--- config.mk ---
export PLATFORM = sky130hd
export DESIGN_NAME = scu_system_control
export DESIGN_NICKNAME = d
export VERILOG_FILES = /design/src/scu_pkg.sv /design/src/scu_rate_div.sv /design/src/scu_system_control.sv
export SDC_FILE = /design/constraint.sdc
export NUM_CORES = 1
export LEC_CHECK = 0
export BUFFER_PORTS_ARGS = -buffer_cell sky130_fd_sc_hd__buf_2
export CAP_MARGIN = 20
export CORE_ASPECT_RATIO = 0.5
export CORE_MARGIN = 2
export CORE_UTILIZATION = 60
export CTS_CLUSTER_DIAMETER = 120
export CTS_CLUSTER_SIZE = 20
export DETAILED_ROUTE_END_ITERATION = 8
export PLACE_DENSITY = 0.8
export SKIP_CTS_REPAIR_TIMING = 1
export SYNTH_ARGS = -nofsm -noshare
export SYNTH_HDL_FRONTEND = slang
export SYNTH_SLANG_ARGS = --single-unit
--- constraint.sdc ---
create_clock -name sys_clk -period 5.9 [get_ports sys_clk]
set_clock_uncertainty 0.2 [all_clocks]
set_input_delay 0.885 -clock sys_clk [delete_from_list [all_inputs] [get_ports sys_clk]]
set_output_delay 0.885 -clock sys_clk [all_outputs]
set_load 0.02 [all_outputs]
--- src/scu_pkg.sv ---
// Shared constants and types of the system control register bank
package scu_pkg;
	// Register byte offsets
	localparam logic [11:0] OFF_BOOT = 12'h000;
	localparam logic [11:0] OFF_RST = 12'h004;
	localparam logic [11:0] OFF_PWR = 12'h008;
	localparam logic [11:0] OFF_CLK = 12'h00C;
	localparam logic [11:0] OFF_PIN = 12'h014;
	localparam logic [11:0] OFF_DBG = 12'h01C;
	localparam logic [11:0] OFF_RISE = 12'h020;
	localparam logic [11:0] OFF_FALL = 12'h024;
	localparam logic [11:0] OFF_PEND = 12'h028;
	localparam logic [11:0] OFF_PDIV = 12'h038;
	localparam logic [11:0] OFF_SRST = 12'h040;
	localparam logic [11:0] OFF_FRST = 12'h050;
	localparam logic [11:0] OFF_SGATE = 12'h060;
	localparam logic [11:0] OFF_FGATE = 12'h070;
	localparam logic [11:0] OFF_HALT = 12'h080;
	localparam logic [11:0] OFF_ID = 12'h100;
	// Reset cause flags: index within the seven-bit field
	localparam int CAUSE_N = 7;
	localparam int CAUSE_LSB = 25;
	localparam int C_EXT = 0;
	localparam int C_PIN = 1;
	localparam int C_POR = 2;
	localparam int C_SFT = 3;
	localparam int C_INDEPENDENT_WATCHDOG = 4;
	localparam int C_WDOG = 5;
	localparam int C_LPWR = 6;
	localparam int RST_CLR_BIT = 24;
	localparam int RST_EXT_BIT = 1;
	localparam int SOFTWARE_RESET_TRIGGER_BIT = 0;
	// Low-power field codes
	localparam logic [1:0] LP_SLEEP = 2'h0;
	localparam logic [1:0] LP_STOP = 2'h1;
	localparam logic [1:0] LP_STANDBY = 2'h3;
	// Clock source and debug control fields
	localparam int FDIV_HI = 12;
	localparam int FDIV_LO = 8;
	localparam int PLL_RDY = 6;
	localparam int PLL_ON = 5;
	localparam int OSC_RDY = 4;
	localparam int OSC_BYP = 3;
	localparam int OSC_ON = 2;
	localparam int DBG_RTC = 4;
	localparam int DBG_INDEPENDENT_WATCHDOG = 3;
	// Widths
	localparam int PIN_N = 5;
	localparam int IRQ_N = 8;
	localparam int WAKE_N = 9;
	localparam int SLOW_N = 29;
	localparam int FAST_N = 4;
	// Watchdog, timers, general timers and CAN may halt in debug
	localparam logic [28:0] HALT_MASK = 29'h041FC002;
	// Reset values and timing
	localparam logic [31:0] REG_RESET = 32'h0000_0000;
	localparam logic [6:0] CAUSE_RESET = 7'h04;
	localparam logic [2:0] BOOT_EDGE = 3'h4;
	localparam logic [1:0] RESP_OKAY = 2'h0;
	localparam logic [1:0] RESP_SLVERR = 2'h2;
	typedef enum logic [3:0] {
		PS_RUN = 4'h1,
		PS_SLEEP = 4'h2,
		PS_STOP = 4'h4,
		PS_STANDBY = 4'h8
	} scu_pwr_e;
endpackage

--- src/scu_rate_div.sv ---
// Programmable rate divider giving a one-cycle enable pulse
`timescale 1ns/1ps
module scu_rate_div
(
	input wire logic sys_clk,
	input wire logic rst_n,
	input wire logic [3:0] divide,
	output logic tick
);
	logic [3:0] count;
	logic [3:0] next_count;

	// Counts 0..divide; a shrunk divide wraps at once
	always_comb
	begin
		next_count = (count >= divide) ? 4'h0 : count + 4'h1;
	end

	always_ff @(posedge sys_clk or negedge rst_n)
	begin
		if (!rst_n)
			count <= 4'h0;
		else
			count <= next_count;
	end

	assign tick = (count >= divide);
endmodule

--- src/scu_system_control.sv ---
// System control register bank on an AXI4-Lite slave
`timescale 1ns/1ps
module scu_system_control
#(
	// Arbitrary identification value
	parameter logic [31:0] CHIP_ID = 32'h1234_5678
)
(
	input wire logic sys_clk,
	input wire logic rst_n,
	input wire logic [11:0] s_axi_awaddr,
	input wire logic s_axi_awvalid,
	output logic s_axi_awready,
	input wire logic [31:0] s_axi_wdata,
	input wire logic [3:0] s_axi_wstrb,
	input wire logic s_axi_wvalid,
	output logic s_axi_wready,
	output logic [1:0] s_axi_bresp,
	output logic s_axi_bvalid,
	input wire logic s_axi_bready,
	input wire logic [11:0] s_axi_araddr,
	input wire logic s_axi_arvalid,
	output logic s_axi_arready,
	output logic [31:0] s_axi_rdata,
	output logic [1:0] s_axi_rresp,
	output logic s_axi_rvalid,
	input wire logic s_axi_rready,
	input wire logic bootPinZero,
	input wire logic bootPinOne,
	input wire logic extLogicResetReq,
	input wire logic lowpowerResetEvt,
	input wire logic sysWatchdogResetEvt,
	input wire logic indepWatchdogResetEvt,
	input wire logic pinResetEvt,
	input wire logic wfiReq,
	input wire logic irqWake,
	input wire logic debugActive,
	input wire logic [7:0] externalIrqLines,
	input wire logic rtcAlarm,
	input wire logic pllLocked,
	input wire logic extOscStable,
	output logic sysResetReq,
	output logic [1:0] lowPowerSelect,
	output logic sleepActive,
	output logic stopActive,
	output logic standbyActive,
	output logic wakeUp,
	output logic pllOn,
	output logic extOscPower,
	output logic extOscBypass,
	output logic flashClkTick,
	output logic pbusClkTick,
	output logic [4:0] debugPinReuse,
	output logic rtcHaltInDebug,
	output logic indepWatchdogHaltInDebug,
	output logic [28:0] slowBusReset,
	output logic [3:0] fastBusReset,
	output logic [28:0] slowBusClkEn,
	output logic [3:0] fastBusClkEn
);
	// Synchroniser lanes
	localparam int SY_EXT = 0;
	localparam int SY_B0 = 1;
	localparam int SY_B1 = 2;
	localparam int SY_IRQ = 3;
	localparam int SY_ALM = 11;
	localparam int SY_PLL = 12;
	localparam int SY_OSC = 13;
	localparam int SY_N = 14;

	logic [SY_N-1:0] s1, s2, s3, flt, fltD;
	logic [2:0] bootCnt, next_bootCnt;
	logic bootDone, next_bootDone;
	logic [1:0] bootStatus, next_bootStatus;
	logic [6:0] causeFlags, next_causeFlags;
	logic extAllow, next_extAllow;
	logic [1:0] lpSel, next_lpSel;
	logic [7:0] fdiv, next_fdiv;
	logic [2:0] oscCtl, next_oscCtl;
	logic [4:0] pinReuse, next_pinReuse;
	logic [1:0] dbgCtl, next_dbgCtl;
	logic [8:0] riseSel, next_riseSel, fallSel, next_fallSel;
	logic [8:0] pending, next_pending;
	logic [3:0] pbusDiv, next_pbusDiv;
	logic [28:0] slowRst, next_slowRst, slowGate, next_slowGate;
	logic [28:0] clkHalt, next_clkHalt;
	logic [3:0] fastRst, next_fastRst, fastGate, next_fastGate;
	logic next_sysResetReq, next_wakeUp;
	scu_pkg::scu_pwr_e pwrState, next_pwrState;
	logic awHeld, next_awHeld, wHeld, next_wHeld;
	logic [11:0] awAddr, next_awAddr;
	logic [31:0] wData, next_wData, next_rdata;
	logic [3:0] wStrb, next_wStrb;
	logic next_bvalid, next_rvalid;
	logic [1:0] next_bresp, next_rresp;
	logic wrFire, swTrig, clrTrig, extTrig;
	logic [31:0] wMask, merged;
	logic [8:0] wakeHit;

	// True for every mapped offset
	function automatic logic mapped(input logic [11:0] a);
		case (a)
			scu_pkg::OFF_BOOT, scu_pkg::OFF_RST, scu_pkg::OFF_PWR, scu_pkg::OFF_CLK,
			scu_pkg::OFF_PIN, scu_pkg::OFF_DBG, scu_pkg::OFF_RISE, scu_pkg::OFF_FALL,
			scu_pkg::OFF_PEND, scu_pkg::OFF_PDIV, scu_pkg::OFF_SRST, scu_pkg::OFF_FRST,
			scu_pkg::OFF_SGATE, scu_pkg::OFF_FGATE, scu_pkg::OFF_HALT,
			scu_pkg::OFF_ID: return 1'b1;
			default: return 1'b0;
		endcase
	endfunction

	// Read view; pulse bits always read zero
	function automatic logic [31:0] readWord(input logic [11:0] a);
		logic [31:0] v;
		v = 32'h0;
		case (a)
			scu_pkg::OFF_BOOT: v[1:0] = bootStatus;
			scu_pkg::OFF_RST:
			begin
				v[scu_pkg::CAUSE_LSB +: scu_pkg::CAUSE_N] = causeFlags;
				v[scu_pkg::RST_EXT_BIT] = extAllow;
			end
			scu_pkg::OFF_PWR: v[1:0] = lpSel;
			scu_pkg::OFF_CLK:
			begin
				v[scu_pkg::FDIV_LO +: 8] = fdiv;
				v[scu_pkg::PLL_RDY] = flt[SY_PLL];
				v[scu_pkg::OSC_RDY] = flt[SY_OSC];
				v[scu_pkg::PLL_ON] = oscCtl[2];
				v[scu_pkg::OSC_BYP] = oscCtl[1];
				v[scu_pkg::OSC_ON] = oscCtl[0];
			end
			scu_pkg::OFF_PIN: v[4:0] = pinReuse;
			scu_pkg::OFF_DBG: v[scu_pkg::DBG_INDEPENDENT_WATCHDOG +: 2] = dbgCtl;
			scu_pkg::OFF_RISE: v[8:0] = riseSel;
			scu_pkg::OFF_FALL: v[8:0] = fallSel;
			scu_pkg::OFF_PEND: v[8:0] = pending;
			scu_pkg::OFF_PDIV: v[3:0] = pbusDiv;
			scu_pkg::OFF_SRST: v[28:0] = slowRst;
			scu_pkg::OFF_FRST: v[3:0] = fastRst;
			scu_pkg::OFF_SGATE: v[28:0] = slowGate;
			scu_pkg::OFF_FGATE: v[3:0] = fastGate;
			scu_pkg::OFF_HALT: v[28:0] = clkHalt;
			scu_pkg::OFF_ID: v = CHIP_ID;
			default: v = 32'h0;
		endcase
		return v;
	endfunction

	// Pin inputs: three flops, a change counts once stages two and three agree
	always_ff @(posedge sys_clk or negedge rst_n)
	begin
		if (!rst_n)
		begin
			s1 <= '0;
			s2 <= '0;
			s3 <= '0;
			flt <= '0;
			fltD <= '0;
		end
		else
		begin
			s1 <= {extOscStable, pllLocked, rtcAlarm, externalIrqLines, bootPinOne,
				bootPinZero, extLogicResetReq};
			s2 <= s1;
			s3 <= s2;
			flt <= (s2 & s3) | (flt & (s2 | s3));
			fltD <= flt;
		end
	end

	// Bus strobes and write merge; byte lanes without strobe keep old bits
	always_comb
	begin
		wrFire = awHeld && wHeld && !s_axi_bvalid;
		for (int i = 0; i < 4; i++)
			wMask[i*8 +: 8] = {8{wStrb[i]}};
		merged = (readWord(awAddr) & ~wMask) | (wData & wMask);
		swTrig = wrFire && awAddr == scu_pkg::OFF_RST && merged[scu_pkg::SOFTWARE_RESET_TRIGGER_BIT];
		clrTrig = wrFire && awAddr == scu_pkg::OFF_RST && merged[scu_pkg::RST_CLR_BIT];
		extTrig = flt[SY_EXT] && !fltD[SY_EXT] && extAllow;
		wakeHit = ({flt[SY_ALM], flt[SY_IRQ +: 8]} & ~{fltD[SY_ALM], fltD[SY_IRQ +: 8]}
			& riseSel) | (~{flt[SY_ALM], flt[SY_IRQ +: 8]} & {fltD[SY_ALM],
			fltD[SY_IRQ +: 8]} & fallSel);
	end

	// Boot latch: counts edges after reset, restarts on a software reset
	always_comb
	begin
		next_bootCnt = bootCnt;
		next_bootDone = bootDone;
		next_bootStatus = bootStatus;
		if (swTrig)
		begin
			next_bootCnt = 3'h0;
			next_bootDone = 1'b0;
		end
		else if (!bootDone)
		begin
			if (bootCnt == scu_pkg::BOOT_EDGE - 3'h1)
			begin
				if (s2[SY_B1:SY_B0] == s3[SY_B1:SY_B0])
				begin
					next_bootStatus = s3[SY_B1:SY_B0];
					next_bootDone = 1'b1;
				end
			end
			else
				next_bootCnt = bootCnt + 3'h1;
		end
	end

	always_ff @(posedge sys_clk or negedge rst_n)
	begin
		if (!rst_n)
		begin
			bootCnt <= 3'h0;
			bootDone <= 1'b0;
			bootStatus <= 2'h0;
		end
		else
		begin
			bootCnt <= next_bootCnt;
			bootDone <= next_bootDone;
			bootStatus <= next_bootStatus;
		end
	end

	// Register writes; hardware set wins over software clear
	always_comb
	begin
		next_causeFlags = clrTrig ? 7'h0 : causeFlags;
		next_causeFlags[scu_pkg::C_LPWR] |= lowpowerResetEvt;
		next_causeFlags[scu_pkg::C_WDOG] |= sysWatchdogResetEvt;
		next_causeFlags[scu_pkg::C_INDEPENDENT_WATCHDOG] |= indepWatchdogResetEvt;
		next_causeFlags[scu_pkg::C_SFT] |= swTrig;
		next_causeFlags[scu_pkg::C_PIN] |= pinResetEvt;
		next_causeFlags[scu_pkg::C_EXT] |= extTrig;
		next_sysResetReq = swTrig || extTrig;
		next_extAllow = extAllow;
		next_lpSel = lpSel;
		next_fdiv = fdiv;
		next_oscCtl = oscCtl;
		next_pinReuse = pinReuse;
		next_dbgCtl = dbgCtl;
		next_riseSel = riseSel;
		next_fallSel = fallSel;
		next_pending = pending;
		next_pbusDiv = pbusDiv;
		next_slowRst = slowRst;
		next_fastRst = fastRst;
		next_slowGate = slowGate;
		next_fastGate = fastGate;
		next_clkHalt = clkHalt;
		if (wrFire)
		begin
			case (awAddr)
				scu_pkg::OFF_RST: next_extAllow = merged[scu_pkg::RST_EXT_BIT];
				scu_pkg::OFF_PWR: next_lpSel = merged[1:0];
				scu_pkg::OFF_CLK:
				begin
					next_fdiv = merged[scu_pkg::FDIV_LO +: 8];
					// Ready bit 4 sits between the enables, so pick the three apart
					next_oscCtl = {merged[scu_pkg::PLL_ON], merged[scu_pkg::OSC_BYP],
						merged[scu_pkg::OSC_ON]};
				end
				scu_pkg::OFF_PIN: next_pinReuse = merged[4:0];
				scu_pkg::OFF_DBG: next_dbgCtl = merged[scu_pkg::DBG_INDEPENDENT_WATCHDOG +: 2];
				scu_pkg::OFF_RISE: next_riseSel = merged[8:0];
				scu_pkg::OFF_FALL: next_fallSel = merged[8:0];
				scu_pkg::OFF_PEND: next_pending = pending & ~(wData[8:0] & wMask[8:0]);
				scu_pkg::OFF_PDIV: next_pbusDiv = merged[3:0];
				scu_pkg::OFF_SRST: next_slowRst = merged[28:0];
				scu_pkg::OFF_FRST: next_fastRst = merged[3:0];
				scu_pkg::OFF_SGATE: next_slowGate = merged[28:0];
				scu_pkg::OFF_FGATE: next_fastGate = merged[3:0];
				scu_pkg::OFF_HALT: next_clkHalt = merged[28:0];
				default: next_extAllow = extAllow;
			endcase
		end
		next_pending = next_pending | wakeHit;
	end

	always_ff @(posedge sys_clk or negedge rst_n)
	begin
		if (!rst_n)
		begin
			causeFlags <= scu_pkg::CAUSE_RESET;
			sysResetReq <= 1'b0;
			extAllow <= 1'b0;
			lpSel <= scu_pkg::LP_SLEEP;
			fdiv <= 8'h0;
			oscCtl <= 3'h0;
			pinReuse <= 5'h0;
			dbgCtl <= 2'h0;
			riseSel <= 9'h0;
			fallSel <= 9'h0;
			pending <= 9'h0;
			pbusDiv <= 4'h0;
			slowRst <= scu_pkg::REG_RESET[28:0];
			fastRst <= 4'h0;
			slowGate <= scu_pkg::REG_RESET[28:0];
			fastGate <= 4'h0;
			clkHalt <= scu_pkg::REG_RESET[28:0];
		end
		else
		begin
			causeFlags <= next_causeFlags;
			sysResetReq <= next_sysResetReq;
			extAllow <= next_extAllow;
			lpSel <= next_lpSel;
			fdiv <= next_fdiv;
			oscCtl <= next_oscCtl;
			pinReuse <= next_pinReuse;
			dbgCtl <= next_dbgCtl;
			riseSel <= next_riseSel;
			fallSel <= next_fallSel;
			pending <= next_pending;
			pbusDiv <= next_pbusDiv;
			slowRst <= next_slowRst;
			fastRst <= next_fastRst;
			slowGate <= next_slowGate;
			fastGate <= next_fastGate;
			clkHalt <= next_clkHalt;
		end
	end

	// Power state; standby is left only through reset
	always_comb
	begin
		next_pwrState = pwrState;
		next_wakeUp = 1'b0;
		case (pwrState)
			scu_pkg::PS_RUN:
				if (wfiReq)
				begin
					case (lpSel)
						scu_pkg::LP_STOP: next_pwrState = scu_pkg::PS_STOP;
						scu_pkg::LP_STANDBY: next_pwrState = scu_pkg::PS_STANDBY;
						default: next_pwrState = scu_pkg::PS_SLEEP;
					endcase
				end
			scu_pkg::PS_SLEEP:
				if (irqWake || |wakeHit)
					next_pwrState = scu_pkg::PS_RUN;
			scu_pkg::PS_STOP:
				if (|wakeHit)
				begin
					next_pwrState = scu_pkg::PS_RUN;
					next_wakeUp = 1'b1;
				end
			scu_pkg::PS_STANDBY: next_pwrState = scu_pkg::PS_STANDBY;
			default: next_pwrState = scu_pkg::PS_RUN;
		endcase
	end

	always_ff @(posedge sys_clk or negedge rst_n)
	begin
		if (!rst_n)
		begin
			pwrState <= scu_pkg::PS_RUN;
			wakeUp <= 1'b0;
		end
		else
		begin
			pwrState <= next_pwrState;
			wakeUp <= next_wakeUp;
		end
	end

	// AXI4-Lite slave: address and data taken in either order, one at a time
	always_comb
	begin
		s_axi_awready = !awHeld;
		s_axi_wready = !wHeld;
		s_axi_arready = !s_axi_rvalid;
		next_awHeld = (awHeld || s_axi_awvalid) && !wrFire;
		next_awAddr = awHeld ? awAddr : s_axi_awaddr;
		next_wHeld = (wHeld || s_axi_wvalid) && !wrFire;
		next_wData = wHeld ? wData : s_axi_wdata;
		next_wStrb = wHeld ? wStrb : s_axi_wstrb;
		next_bvalid = wrFire || (s_axi_bvalid && !s_axi_bready);
		next_bresp = s_axi_bresp;
		if (wrFire)
			next_bresp = mapped(awAddr) ? scu_pkg::RESP_OKAY : scu_pkg::RESP_SLVERR;
		next_rvalid = s_axi_rvalid ? !s_axi_rready : s_axi_arvalid;
		next_rdata = s_axi_rdata;
		next_rresp = s_axi_rresp;
		if (s_axi_arvalid && !s_axi_rvalid)
		begin
			next_rdata = readWord(s_axi_araddr);
			next_rresp = mapped(s_axi_araddr) ? scu_pkg::RESP_OKAY : scu_pkg::RESP_SLVERR;
		end
	end

	always_ff @(posedge sys_clk or negedge rst_n)
	begin
		if (!rst_n)
		begin
			awHeld <= 1'b0;
			awAddr <= 12'h000;
			wHeld <= 1'b0;
			wData <= 32'h0;
			wStrb <= 4'h0;
			s_axi_bvalid <= 1'b0;
			s_axi_bresp <= scu_pkg::RESP_OKAY;
			s_axi_rvalid <= 1'b0;
			s_axi_rdata <= 32'h0;
			s_axi_rresp <= scu_pkg::RESP_OKAY;
		end
		else
		begin
			awHeld <= next_awHeld;
			awAddr <= next_awAddr;
			wHeld <= next_wHeld;
			wData <= next_wData;
			wStrb <= next_wStrb;
			s_axi_bvalid <= next_bvalid;
			s_axi_bresp <= next_bresp;
			s_axi_rvalid <= next_rvalid;
			s_axi_rdata <= next_rdata;
			s_axi_rresp <= next_rresp;
		end
	end

	// Clock dividers; the low divider copy is trusted to match
	scu_rate_div uFlashDiv (
		.sys_clk(sys_clk),
		.rst_n(rst_n),
		.divide(fdiv[7:4]),
		.tick(flashClkTick)
	);
	scu_rate_div uPbusDiv (
		.sys_clk(sys_clk),
		.rst_n(rst_n),
		.divide(pbusDiv),
		.tick(pbusClkTick)
	);

	// Control outputs straight from register flops; the two debug halts are also gated by debugActive
	assign lowPowerSelect = lpSel;
	assign sleepActive = pwrState[1];
	assign stopActive = pwrState[2];
	assign standbyActive = pwrState[3];
	assign {pllOn, extOscBypass, extOscPower} = oscCtl;
	assign debugPinReuse = pinReuse;
	assign rtcHaltInDebug = dbgCtl[1] && debugActive;
	assign indepWatchdogHaltInDebug = dbgCtl[0] && debugActive;
	assign slowBusReset = slowRst;
	assign fastBusReset = fastRst;
	// Gated enables; halt only for blocks that support it
	assign slowBusClkEn = slowGate & {scu_pkg::SLOW_N{pbusClkTick}}
		& ~(clkHalt & scu_pkg::HALT_MASK & {scu_pkg::SLOW_N{debugActive}});
	assign fastBusClkEn = fastGate;
endmodule

==> impl_metrics.env, run 1 <==
export IMPL_result_of_the_run="finished, final reports clean"
export IMPL_grt_busiest_layer="met2"
export IMPL_max_slew_margin_pct=20.5
export IMPL_synth_top_flop_cell="dfrtp_1"
export IMPL_floorplan_initialDensity_pct=61.3
export IMPL_int_power_mw=3.69
export IMPL_vdd_drop_max_uv=313
export IMPL_rows=40
export IMPL_max_cap_viol_count=0
export IMPL_synth_area_per_cell_um2=10.1
export IMPL_setup_worst_path_start_class="register"
export IMPL_wl_per_cell_um=25.1
export IMPL_fin_crit_ns=4.07
export IMPL_finalSetupTns_ns=0
export IMPL_remaining_drc_errors=0
export IMPL_numPlacedInstances=1944
export IMPL_synthXorXnorAreaFrac_pct=0.475
export IMPL_synth_cell_type_count=76
export IMPL_dp_worst_setup_slack_ns=1.93
export IMPL_cpPeakStageDelay_ns=0.82
export IMPL_grt_start_max_net_pins=140
export IMPL_mux_cell_area_share_after_synthesis_pct=6.04
export IMPL_power_frac_seq_pct=50.2
export IMPL_critPathArrivalTime_ns=4.31
export IMPL_gr_usage_met3_pct=9.92
export IMPL_fp_dieArea_um2=25900
export IMPL_critical_path_cell_chain="or4_1 -> nor2_1 -> nand2_1 -> nor2_2 -> a222oi_1 -> nand2_1 -> o21ai_1 -> o21ai_0"
export IMPL_number_of_synthesized_flops_with_an_enable_pin=0
export IMPL_clock_latency_ns=0.55
export IMPL_tritoncts="built"
export IMPL_routabilityCongestion=1.04
export IMPL_worst_path_buf_inv=0
export IMPL_number_of_drc_markers_in_iteration_0=1768
export IMPL_dpl_instance_area_um2=16100
export IMPL_crit_family="simple AND/OR/NAND/NOR gates"
export IMPL_final_period_utilization_pct=69.0
export IMPL_synthesis_instances=1461
export IMPL_die_height_um=115
export IMPL_crit_slowest_cell="or4_1"
export IMPL_finalNetCount=1732
export IMPL_required_ns=6.13
export IMPL_p_sw_mw=2.10
export IMPL_power_density_nw_per_um2=346
export IMPL_globalRouteTotalUtil_pct=38.7
export IMPL_synth_top_family_by_area="compound AO/OA/AOI/OAI gates"
export IMPL_finalWirelength_um=49700
export IMPL_async_reset_ff_share_pct=100
export IMPL_synth_compound_area_share_pct=18.0
export IMPL_grt_pass1_vias=12688
export IMPL_synth_largest_area_cell="dfrtp_1"
export IMPL_final_design_area_no_fill_um2=16700
export IMPL_io_pin_count=214
export IMPL_grt_setup_unrepaired="no"
export IMPL_grt_overflow_total=0
export IMPL_post_layout_total_power_mw=5.79
export IMPL_drt_first_pass_iters=8
export IMPL_synth_seq_area_share_pct=54.4
export IMPL_final_hold_slack_ns=0.117
export IMPL_global_route_usage_met2_pct=57.6
export IMPL_cts_clk_slew_worst_paths_ns=0.09
export IMPL_drt_antenna_violating_nets=0
export IMPL_power_leakage_nw=7.56
export IMPL_post_synth_and_or_nand_nor_area_fraction_pct=15.9
export IMPL_synth_warnings=0
export IMPL_synth_fa_ha_area_share_pct=1.83
export IMPL_cts_root_to_sink_buffers=3
export IMPL_insertedDiodeCount=0
export IMPL_postSynthRegisterBits=321
export IMPL_number_of_max_slew_violations_in_the_final_report=0
export IMPL_critical_path_max_fanout=13
export IMPL_hp_class="primary input to async pin"
export IMPL_synth_area_top_cells="dfrtp_1 (54%), nand2_1 (6.0%), o21ai_0 (5.5%)"
export IMPL_most_common_cell_type_on_the_critical_path="nand2_1"
export IMPL_initial_antenna_violation_count=1
export IMPL_clock_fmax_mhz=246
export IMPL_syn_cell_area_um2=14800
export IMPL_die_width_um=226
export IMPL_power_combinational_fraction_pct=25.1
export IMPL_core_um2=24100
export IMPL_global_route_wire_length_before_repair_um=75200
export IMPL_post_layout_nonfiller_instances=1982
export IMPL_dpl_hpwl_um=35500
export IMPL_commonest_cells_after_routing_fill_and_taps_aside="dfrtp_1 (318), nand2_1 (234), buf_2 (207)"
export IMPL_final_hold_viol_count=0
export IMPL_layout_setup_ws_ns=1.83
export IMPL_tritoncts_num_sinks=321
export IMPL_layout_area_overhead_vs_synth_pct=13.4
export IMPL_crit_path_end_kind="register"
export IMPL_swShare_pct=36.3
export IMPL_final_layout_size_suffix_gt1_share_pct=20.9
export IMPL_portion_of_total_power_attributed_to_the_clock_network_pct=24.7
export IMPL_worstSetupPathType="register to register"
export IMPL_global_route_met1_utilization_pct=56.2
export IMPL_cts_htree_levels=1
export IMPL_viasPerCell=6.58
export IMPL_post_synth_top_area_share_pct=54.1
export IMPL_numCtsBuffers=20
export IMPL_port_buffer_count=208
export IMPL_fin_util_pct=69.5
export IMPL_clockRootBuffer="clkbuf_16"
export IMPL_setup_viol_count_final=0
export IMPL_layout_cells_most_common="dfrtp_1"
export IMPL_vias=13036
export IMPL_worst_slew_pin_transition_ns=1.19
sequential cells by signal, indices dropped and copies added, names as in the netlist, 10 cells and up:
| signal | flops |
|---|---|
| s3 | 14 |
| wData | 29 |
| clkHalt | 29 |
| awAddr | 12 |
| s1 | 14 |
| slowGate | 29 |
| slowBusReset | 29 |
| fltD | 10 |
| flt | 12 |
| s_axi_rdata | 32 |
| s2 | 14 |
cells by family after synthesis:
family          after synthesis
fa+ha+maj                    24
simple gates                504
flops                       321
xor+xnor                      8
mux                          81
other cells                   1
buf+inv                     116
compound gates              406
layer usage:
layer	wire (µm)	vias to the layer above
li1	-	5604
met1	20600	6483
met2	21900	829
met3	5830	118
met4	1450	2
met5	18	-
final cells by class:
cell class | count | area [µm²]
Clock inverter | 1 | 20.0
Timing Repair Buffer | 235 | 1310
Inverter | 29 | 109
Sequential cell | 321 | 8040
Clock buffer | 35 | 578
Fill cell | 1826 | 7340
Multi-Input combinational cell | 1025 | 6260
Tap cell | 336 | 420
power groups by stage:
stage / registers, mW / logic, mW / clock network [mW]
after floorplan: 2.71 / 1.01 / 0
after global placement: 2.91 / 1.36 / 0
after detailed placement: 2.93 / 1.40 / 0
after CTS: 2.89 / 1.41 / 1.44
after global routing: 2.93 / 1.54 / 1.52
final: 2.91 / 1.46 / 1.43
final timing paths:
path,startpoint,endpoint,slack (ns),cells after the start
max,awAddr[3],fallSel[8],1.83,8
max in group asynchronous,rst_n,uPbusDiv.count[2],4.21,2
min in group sys_clk,s1[8],s2[8],0.15,0
min reg2reg,s1[8],s2[8],0.15,0
max reg2reg,awAddr[3],fallSel[8],1.83,8
min,rst_n,s1[0],0.12,1
cell usage after synthesis, types with 4 or more instances:
cell and n:
a21boi_0 4, a21o_1 17, a21oi_1 45, a221o_1 6
a221oi_1 24, a222oi_1 20, a22o_1 5, a22oi_1 35
a31oi_1 29, a32o_1 5, a32oi_1 8, and2_1 28
and3_1 16, buf_1 5, buf_2 11, clkbuf_1 65
dfrtp_1 319, ha_1 12, inv_1 29, maj3_1 12
mux2_1 4, mux2_2 51, mux2i_1 25, nand2_1 234
nand2b_1 13, nand3_1 45, nand3b_1 10, nand4_1 10
nor2_1 86, nor2b_1 13, nor3_1 17, nor4_1 7
o21ai_0 162, o21ai_2 12, o22ai_1 6, o31ai_1 4
xnor2_1 6
No activity file was read; power rests on OpenSTA's default activity.
==> inputs of run 2 (changes only) <==
--- a/config.mk
+++ b/config.mk
@@ -5,15 +5,16 @@
 export SDC_FILE = /design/constraint.sdc
 export NUM_CORES = 1
 export LEC_CHECK = 0
+export ABC_AREA = 1
 export BUFFER_PORTS_ARGS = -buffer_cell sky130_fd_sc_hd__buf_2
 export CAP_MARGIN = 20
 export CORE_ASPECT_RATIO = 0.5
 export CORE_MARGIN = 2
-export CORE_UTILIZATION = 60
+export CORE_UTILIZATION = 58
 export CTS_CLUSTER_DIAMETER = 120
 export CTS_CLUSTER_SIZE = 20
 export DETAILED_ROUTE_END_ITERATION = 8
-export PLACE_DENSITY = 0.8
+export PLACE_DENSITY = 0.77
 export SKIP_CTS_REPAIR_TIMING = 1
 export SYNTH_ARGS = -nofsm -noshare
 export SYNTH_HDL_FRONTEND = slang
==> constraint.sdc (replaced) <==
create_clock -name sys_clk -period 4.01 [get_ports sys_clk]
set_clock_uncertainty 0.2 [all_clocks]
set_input_delay 0.6015 -clock sys_clk [delete_from_list [all_inputs] [get_ports sys_clk]]
set_output_delay 0.6015 -clock sys_clk [all_outputs]
set_load 0.02 [all_outputs]
==> run 2 against run 1 <==
Non-clock buffer count grew 18. Global-route usage shrank 4.2 points. First-iteration DRC count shrank 6.1%. Highest routed layer is now met4. Flip-flop and latch count is the same. Critical endpoint is now slowBusClkEn[22]. Count of clock-buffer cells in the layout shrank 6. Register-to-register slack lost 0.85 ns. Critical path depth grew 2. Design area grew 4.5%. Largest power group unchanged. Synthesized cell count grew 32%.
==> impl_metrics.env, run 2 <==
export IMPL_wl_per_cell_um=18.8
export IMPL_commonest_cells_after_routing_fill_and_taps_aside="nand2_1 (654), dfrtp_1 (319), inv_1 (229)"
export IMPL_result_of_the_run="finished, final reports clean"
export IMPL_rows=42
export IMPL_largest_register_ffs=32
export IMPL_synth_cell_type_count=49
export IMPL_grt_start_max_net_pins=80
export IMPL_tritoncts_num_sinks=321
export IMPL_max_cap_viol_count=0
export IMPL_most_flops_register="s_axi_rdata"
export IMPL_max_slew_margin_pct=33.2
export IMPL_hp_class="primary input to register"
export IMPL_global_route_usage_met2_pct=52.2
export IMPL_drt_antenna_violating_nets=0
export IMPL_grt_pass1_vias=13199
export IMPL_critical_path_max_fanout=22
export IMPL_floorplan_initialDensity_pct=58.6
export IMPL_vias=13973
export IMPL_setup_viol_count_final=0
export IMPL_crit_path_end_kind="output port"
export IMPL_global_route_wire_length_before_repair_um=73300
export IMPL_clock_latency_ns=0.54
export IMPL_port_buffer_count=208
export IMPL_required_ns=3.21
export IMPL_clockRootBuffer="clkbuf_16"
export IMPL_cpPeakStageDelay_ns=0.40
export IMPL_number_of_max_slew_violations_in_the_final_report=0
export IMPL_dpl_instance_area_um2=16700
export IMPL_io_pin_count=214
export IMPL_fin_crit_ns=3.13
export IMPL_viasPerCell=5.60
export IMPL_post_synth_top_area_share_pct=52.0
export IMPL_power_density_nw_per_um2=454
export IMPL_numCtsBuffers=20
export IMPL_syn_cell_area_um2=15400
export IMPL_gr_usage_met3_pct=6.78
export IMPL_vdd_drop_max_uv=375
export IMPL_crit_slowest_cell="dfrtp_1"
export IMPL_finalSetupTns_ns=0
export IMPL_cts_root_to_sink_buffers=3
export IMPL_synth_seq_area_share_pct=52.3
export IMPL_initial_antenna_violation_count=2
export IMPL_synth_largest_area_cell="dfrtp_1"
export IMPL_grt_busiest_layer="met2"
export IMPL_synth_top_flop_cell="dfrtp_1"
export IMPL_grt_setup_unrepaired="no"
export IMPL_synthesis_instances=1929
export IMPL_routabilityCongestion=0.986
export IMPL_clock_fmax_mhz=320
export IMPL_synth_commonest_cells="nand2_1 (655), dfrtp_1 (319), inv_1 (229), o21ai_0 (133), nor2_1 (129)"
export IMPL_power_leakage_nw=9.02
export IMPL_dp_worst_setup_slack_ns=1.14
export IMPL_final_period_utilization_pct=78.0
export IMPL_global_route_met1_utilization_pct=51.3
export IMPL_final_design_area_no_fill_um2=17500
export IMPL_final_hold_viol_count=0
export IMPL_die_height_um=119
export IMPL_critical_path_cell_chain="inv_1 -> ha_1 -> inv_1 -> nor2_1 -> o211ai_1 -> nand3_1 -> buf_4 -> nand2_1 -> inv_1 -> buf_2"
export IMPL_die_width_um=234
export IMPL_number_of_drc_markers_in_iteration_0=1661
export IMPL_drt_first_pass_iters=6
export IMPL_finalNetCount=2233
export IMPL_synth_warnings=0
export IMPL_synth_area_per_cell_um2=7.96
export IMPL_postSynthRegisterBits=321
export IMPL_layout_cells_most_common="nand2_1"
export IMPL_synth_area_top_cells="dfrtp_1 (52%), nand2_1 (16%), inv_1 (5.6%)"
export IMPL_async_reset_ff_share_pct=100
export IMPL_cts_htree_levels=1
export IMPL_worst_slew_pin_transition_ns=1.00
export IMPL_globalRouteTotalUtil_pct=34.5
export IMPL_grt_overflow_total=0
export IMPL_number_of_synthesized_flops_with_an_enable_pin=0
export IMPL_most_common_cell_type_on_the_critical_path="inv_1"
export IMPL_layout_area_overhead_vs_synth_pct=13.9
export IMPL_yosysMostFrequentCell="nand2_1"
export IMPL_fp_dieArea_um2=27900
export IMPL_final_layout_size_suffix_gt1_share_pct=14.9
export IMPL_worstSetupPathType="register to output port"
export IMPL_setup_worst_path_start_class="register"
export IMPL_tritoncts="built"
export IMPL_cts_clk_slew_worst_paths_ns=0.09
export IMPL_critPathArrivalTime_ns=2.32
export IMPL_layout_setup_ws_ns=0.884
export IMPL_dpl_hpwl_um=33800
export IMPL_remaining_drc_errors=0
export IMPL_core_um2=26200
export IMPL_finalWirelength_um=47000
run 2: critical path, delay by kind of cell, from the launching register on:
family / cells / cell delay (ns)
DFF: 1 / 0.40
and+or+nand+nor: 3 / 0.29
adders and majority gates: 1 / 0.28
buffers and inverters: 5 / 0.67
AOI/OAI and AO/OA: 1 / 0.15
run 2: cell type report:
| type | instances | area, µm² |
|---|---|---|
| fillers | 2283 | 8730 |
| inverters | 239 | 900 |
| clock buffers | 29 | 556 |
| diodes | 2 | 5.00 |
| well taps | 352 | 440 |
| clock inverters | 1 | 20.0 |
| flip-flops and latches | 321 | 8040 |
| repair buffers | 253 | 1470 |
| multi-input cells | 1298 | 6060 |
run 2: cells by family after synthesis:
group | share of synthesized area, %
adder cells (fa/ha/maj) | 1.76
XOR/XNOR | 0.399
AND/OR/NAND/NOR | 25.6
AO/OA/AOI/OAI | 11.2
other | 0.0244
buffers and inverters | 8.31
flip-flops | 52.3
multiplexers | 0.456
run 2: metal layers:
metal / share of wire (%) / vias to the layer above
met4: 2.4 / 0
met3: 9.8 / 89
met1: 44 / 6660
met5: 0 / -
li1: - / 6560
met2: 44 / 664
run 2: power by group:
group          switching [mW]  internal [mW]  leakage [nW]
Sequential              0.355           3.64          4.20
Combinational            1.35          0.505          4.55
Clock                    1.11          0.976         0.278
run 2: path summary, 6_finish.rpt:
path                                     start  slack, ns  cells after the start          endpoint
min reg2reg                              s1[9]       0.14                      0             s2[9]
max                                 pbusDiv[1]       0.88                     10  slowBusClkEn[22]
max in group asynchronous                rst_n       2.31                      3            flt[8]
min                        sysWatchdogResetEvt       0.05                      3     causeFlags[5]
min in group asynchronous                rst_n       0.39                      2         awAddr[1]
max reg2reg                          awAddr[5]       0.98                     13        fallSel[3]
run 2: metrics by stage:
step	utilization [%]	hold WS (ns)	cells	total power, mW
after floorplan	-	0.106	1930	5.18
after global placement	63.8	0.131	2447	5.80
after detailed placement	63.8	0.136	2447	5.85
after CTS	66.0	-0.185	2477	7.90
after global routing	66.7	0.0428	2495	8.32
final	66.7	0.0452	2495	7.93
==> inputs of run 3 (changes only) <==
--- a/config.mk
+++ b/config.mk
@@ -10,11 +10,11 @@
 export CAP_MARGIN = 20
 export CORE_ASPECT_RATIO = 0.5
 export CORE_MARGIN = 2
-export CORE_UTILIZATION = 58
+export CORE_UTILIZATION = 52
 export CTS_CLUSTER_DIAMETER = 120
 export CTS_CLUSTER_SIZE = 20
 export DETAILED_ROUTE_END_ITERATION = 8
-export PLACE_DENSITY = 0.77
+export PLACE_DENSITY = 0.73
 export SKIP_CTS_REPAIR_TIMING = 1
 export SYNTH_ARGS = -nofsm -noshare
 export SYNTH_HDL_FRONTEND = slang
==> constraint.sdc (replaced) <==
create_clock -name sys_clk -period 2.7 [get_ports sys_clk]
set_clock_uncertainty 0.2 [all_clocks]
set_input_delay 0.405 -clock sys_clk [delete_from_list [all_inputs] [get_ports sys_clk]]
set_output_delay 0.405 -clock sys_clk [all_outputs]
set_load 0.02 [all_outputs]
==> run 3 against run 2 <==
The flow now finishes with violations (setup timing). Critical path depth shrank 1. Combinational power grew 64%. Utilization shrank 1.4 points. Clock power grew 49%. Sequential power grew 48%. Non-clock buffer count grew 111. Hold slack gained 0.10 ns. Register-to-register slack lost 0.84 ns. Highest routed layer unchanged.
==> impl_metrics.env, run 3 (synthesis gave the netlist of run 2 again) <==
export IMPL_grt_pass1_vias=13406
export IMPL_required_ns=2.10
export IMPL_final_design_area_no_fill_um2=19000
export IMPL_clockRootBuffer="clkbuf_16"
export IMPL_crit_path_end_kind="output port"
export IMPL_power_density_nw_per_um2=638
export IMPL_grt_overflow_total=0
export IMPL_max_cap_viol_count=0
export IMPL_timing_critical_path_depth=9
export IMPL_die_width_um=247
export IMPL_commonest_cells_after_routing_fill_and_taps_aside="nand2_1 (626), dfrtp_1 (318), inv_1 (205)"
export IMPL_number_of_max_slew_violations_in_the_final_report=0
export IMPL_power_frac_seq_pct=49.0
export IMPL_port_buffer_count=208
export IMPL_finalWirelength_um=51100
export IMPL_io_pin_count=214
export IMPL_final_hold_slack_ns=0.145
export IMPL_setup_viol_count_final=30
export IMPL_dpl_hpwl_um=36000
export IMPL_critical_path_cell_chain="ha_4 -> inv_2 -> nor2_2 -> o211ai_1 -> nand3_4 -> buf_12 -> nand2_2 -> inv_1 -> buf_2"
export IMPL_numCtsBuffers=20
export IMPL_worst_path_buf_inv=4
export IMPL_fin_crit_ns=2.99
export IMPL_result_of_the_run="finished, violations left"
export IMPL_crit_family="buffers and inverters"
export IMPL_most_flops_register="s_axi_rdata"
export IMPL_power_combinational_fraction_pct=25.1
export IMPL_layout_setup_ws_ns=-0.285
export IMPL_finalNetCount=2344
export IMPL_vias=14492
export IMPL_number_of_drc_markers_in_iteration_0=1793
export IMPL_rows=44
export IMPL_wl_per_cell_um=19.3
export IMPL_routabilityCongestion=0.963
export IMPL_layout_cells_most_common="nand2_1"
export IMPL_drt_antenna_violating_nets=0
export IMPL_floorplan_initialDensity_pct=52.9
export IMPL_grt_setup_unrepaired="yes"
export IMPL_critPathArrivalTime_ns=2.38
export IMPL_setup_worst_path_start_class="register"
export IMPL_cts_htree_levels=1
export IMPL_largest_register_ffs=32
export IMPL_initial_antenna_violation_count=2
export IMPL_dp_worst_setup_slack_ns=0.165
export IMPL_violations="setup timing"
export IMPL_hp_class="primary input to register"
export IMPL_hold_end="pwrState[0]"
export IMPL_clock_fmax_mhz=335
export IMPL_final_period_utilization_pct=111
export IMPL_power_leakage_nw=9.55
export IMPL_critical_path_max_fanout=6
export IMPL_int_power_mw=7.77
export IMPL_cpPeakStageDelay_ns=0.45
export IMPL_critical_path_reg2reg_startpoint="awAddr[7]"
export IMPL_tritoncts="built"
export IMPL_regToRegSetupSlack_ns=0.14
export IMPL_swShare_pct=35.7
export IMPL_final_fill_count=2445
export IMPL_layout_area_overhead_vs_synth_pct=23.4
export IMPL_die_height_um=126
export IMPL_fp_dieArea_um2=31000
export IMPL_grt_start_max_net_pins=67
export IMPL_final_hold_viol_count=0
export IMPL_viasPerCell=5.48
export IMPL_core_um2=29000
export IMPL_clock_latency_ns=0.54
export IMPL_min_from="irqWake"
export IMPL_crit_slowest_cell="dfrtp_1"
export IMPL_finalSetupTns_ns=-7.92
export IMPL_p_sw_mw=4.32
export IMPL_max_slew_margin_pct=36.8
export IMPL_post_layout_total_power_mw=12.1
export IMPL_dpl_instance_area_um2=17200
export IMPL_worstSetupPathType="register to output port"
export IMPL_global_route_wire_length_before_repair_um=75800
export IMPL_final_layout_size_suffix_gt1_share_pct=19.2
export IMPL_hold_path_cell_count=7
export IMPL_portion_of_total_power_attributed_to_the_clock_network_pct=25.9
export IMPL_globalRouteTotalUtil_pct=32.0
export IMPL_cts_root_to_sink_buffers=3
export IMPL_worst_slew_pin_transition_ns=0.947
export IMPL_remaining_drc_errors=0
export IMPL_tritoncts_num_sinks=321
export IMPL_timing_rr_end="clkHalt[10]"
export IMPL_cts_clk_slew_worst_paths_ns=0.09
export IMPL_drt_first_pass_iters=6
export IMPL_vdd_drop_max_uv=498
export IMPL_worst_r2r_path_depth=11
-- run 3: cell count changes in the layout (fill, tap and decap cells not counted), moves of 3 or more --
cell	previous run	this run
clkbuf_16	21	24
buf_2	207	179
nand2_4	2	14
buf_12	2	7
inv_1	229	205
dlygate4sd3_1	15	69
nand2_1	654	626
nand2_2	13	29
buf_4	27	75
inv_2	8	32
buf_6	0	29
-- run 3: stage by stage --
step / cells / utilization, %
final: 2645 / 65.3
after global routing: 2645 / 65.3
after CTS: 2568 / 61.3
after detailed placement: 2538 / 59.4
after global placement: 2538 / 59.4
after floorplan: 1930 / -
-- run 3: layout make-up --
cell class | instances | area (µm²) | share of cell area, %
sequential | 321 | 8040 | 42.4
multi-input combinational | 1298 | 6230 | 32.8
timing repair buffer | 364 | 2720 | 14.4
inverter | 239 | 900 | 4.75
clock buffer | 29 | 556 | 2.93
tap | 391 | 489 | 2.58
clock inverter | 1 | 20.0 | 0.106
antenna | 2 | 5.00 | 0.0264
-- run 3: power groups by stage --
| stage | clock [mW] | combinational [mW] | sequential (mW) |
|---|---|---|---|
| floorplan | 0 | 1.81 | 5.88 |
| global placement | 0 | 2.81 | 5.97 |
| detailed placement | 0 | 2.85 | 5.99 |
| CTS | 3.15 | 2.86 | 5.91 |
| global route | 3.32 | 3.33 | 5.99 |
| finish | 3.12 | 3.04 | 5.92 |
-- run 3: worst max-delay path by stage --
| stage | startpoint | to |
|---|---|---|
| 6_report | uPbusDiv.count[1] | slowBusClkEn[7] |
| 5_1_grt | pbusDiv[1] | slowBusClkEn[7] |
| 3_3_place_gp | s_axi_araddr[1] | s_axi_rdata[4] |
| 3_5_place_dp | s_axi_araddr[1] | s_axi_rdata[4] |
| 4_1_cts | pbusDiv[1] | slowBusClkEn[3] |
| 2_1_floorplan | uPbusDiv.count[1] | slowBusClkEn[22] |
-- run 3: tightest hold or removal path, stage by stage --
cell	delay [ns]
buf_2	0.08
nor3_1	0.04
nand2_1	0.06
nand2_1	0.05
nand2_1	0.11
nand2_1	0.06
nand2_1	0.05
-- run 3: metal layers --
metal	track usage (%)	up-vias	wire (µm)
met4	9.25	0	1500
met5	0	-	0
met1	47.4	6891	22100
met2	48.4	726	22900
li1	-	6774	-
met3	5.69	101	4590
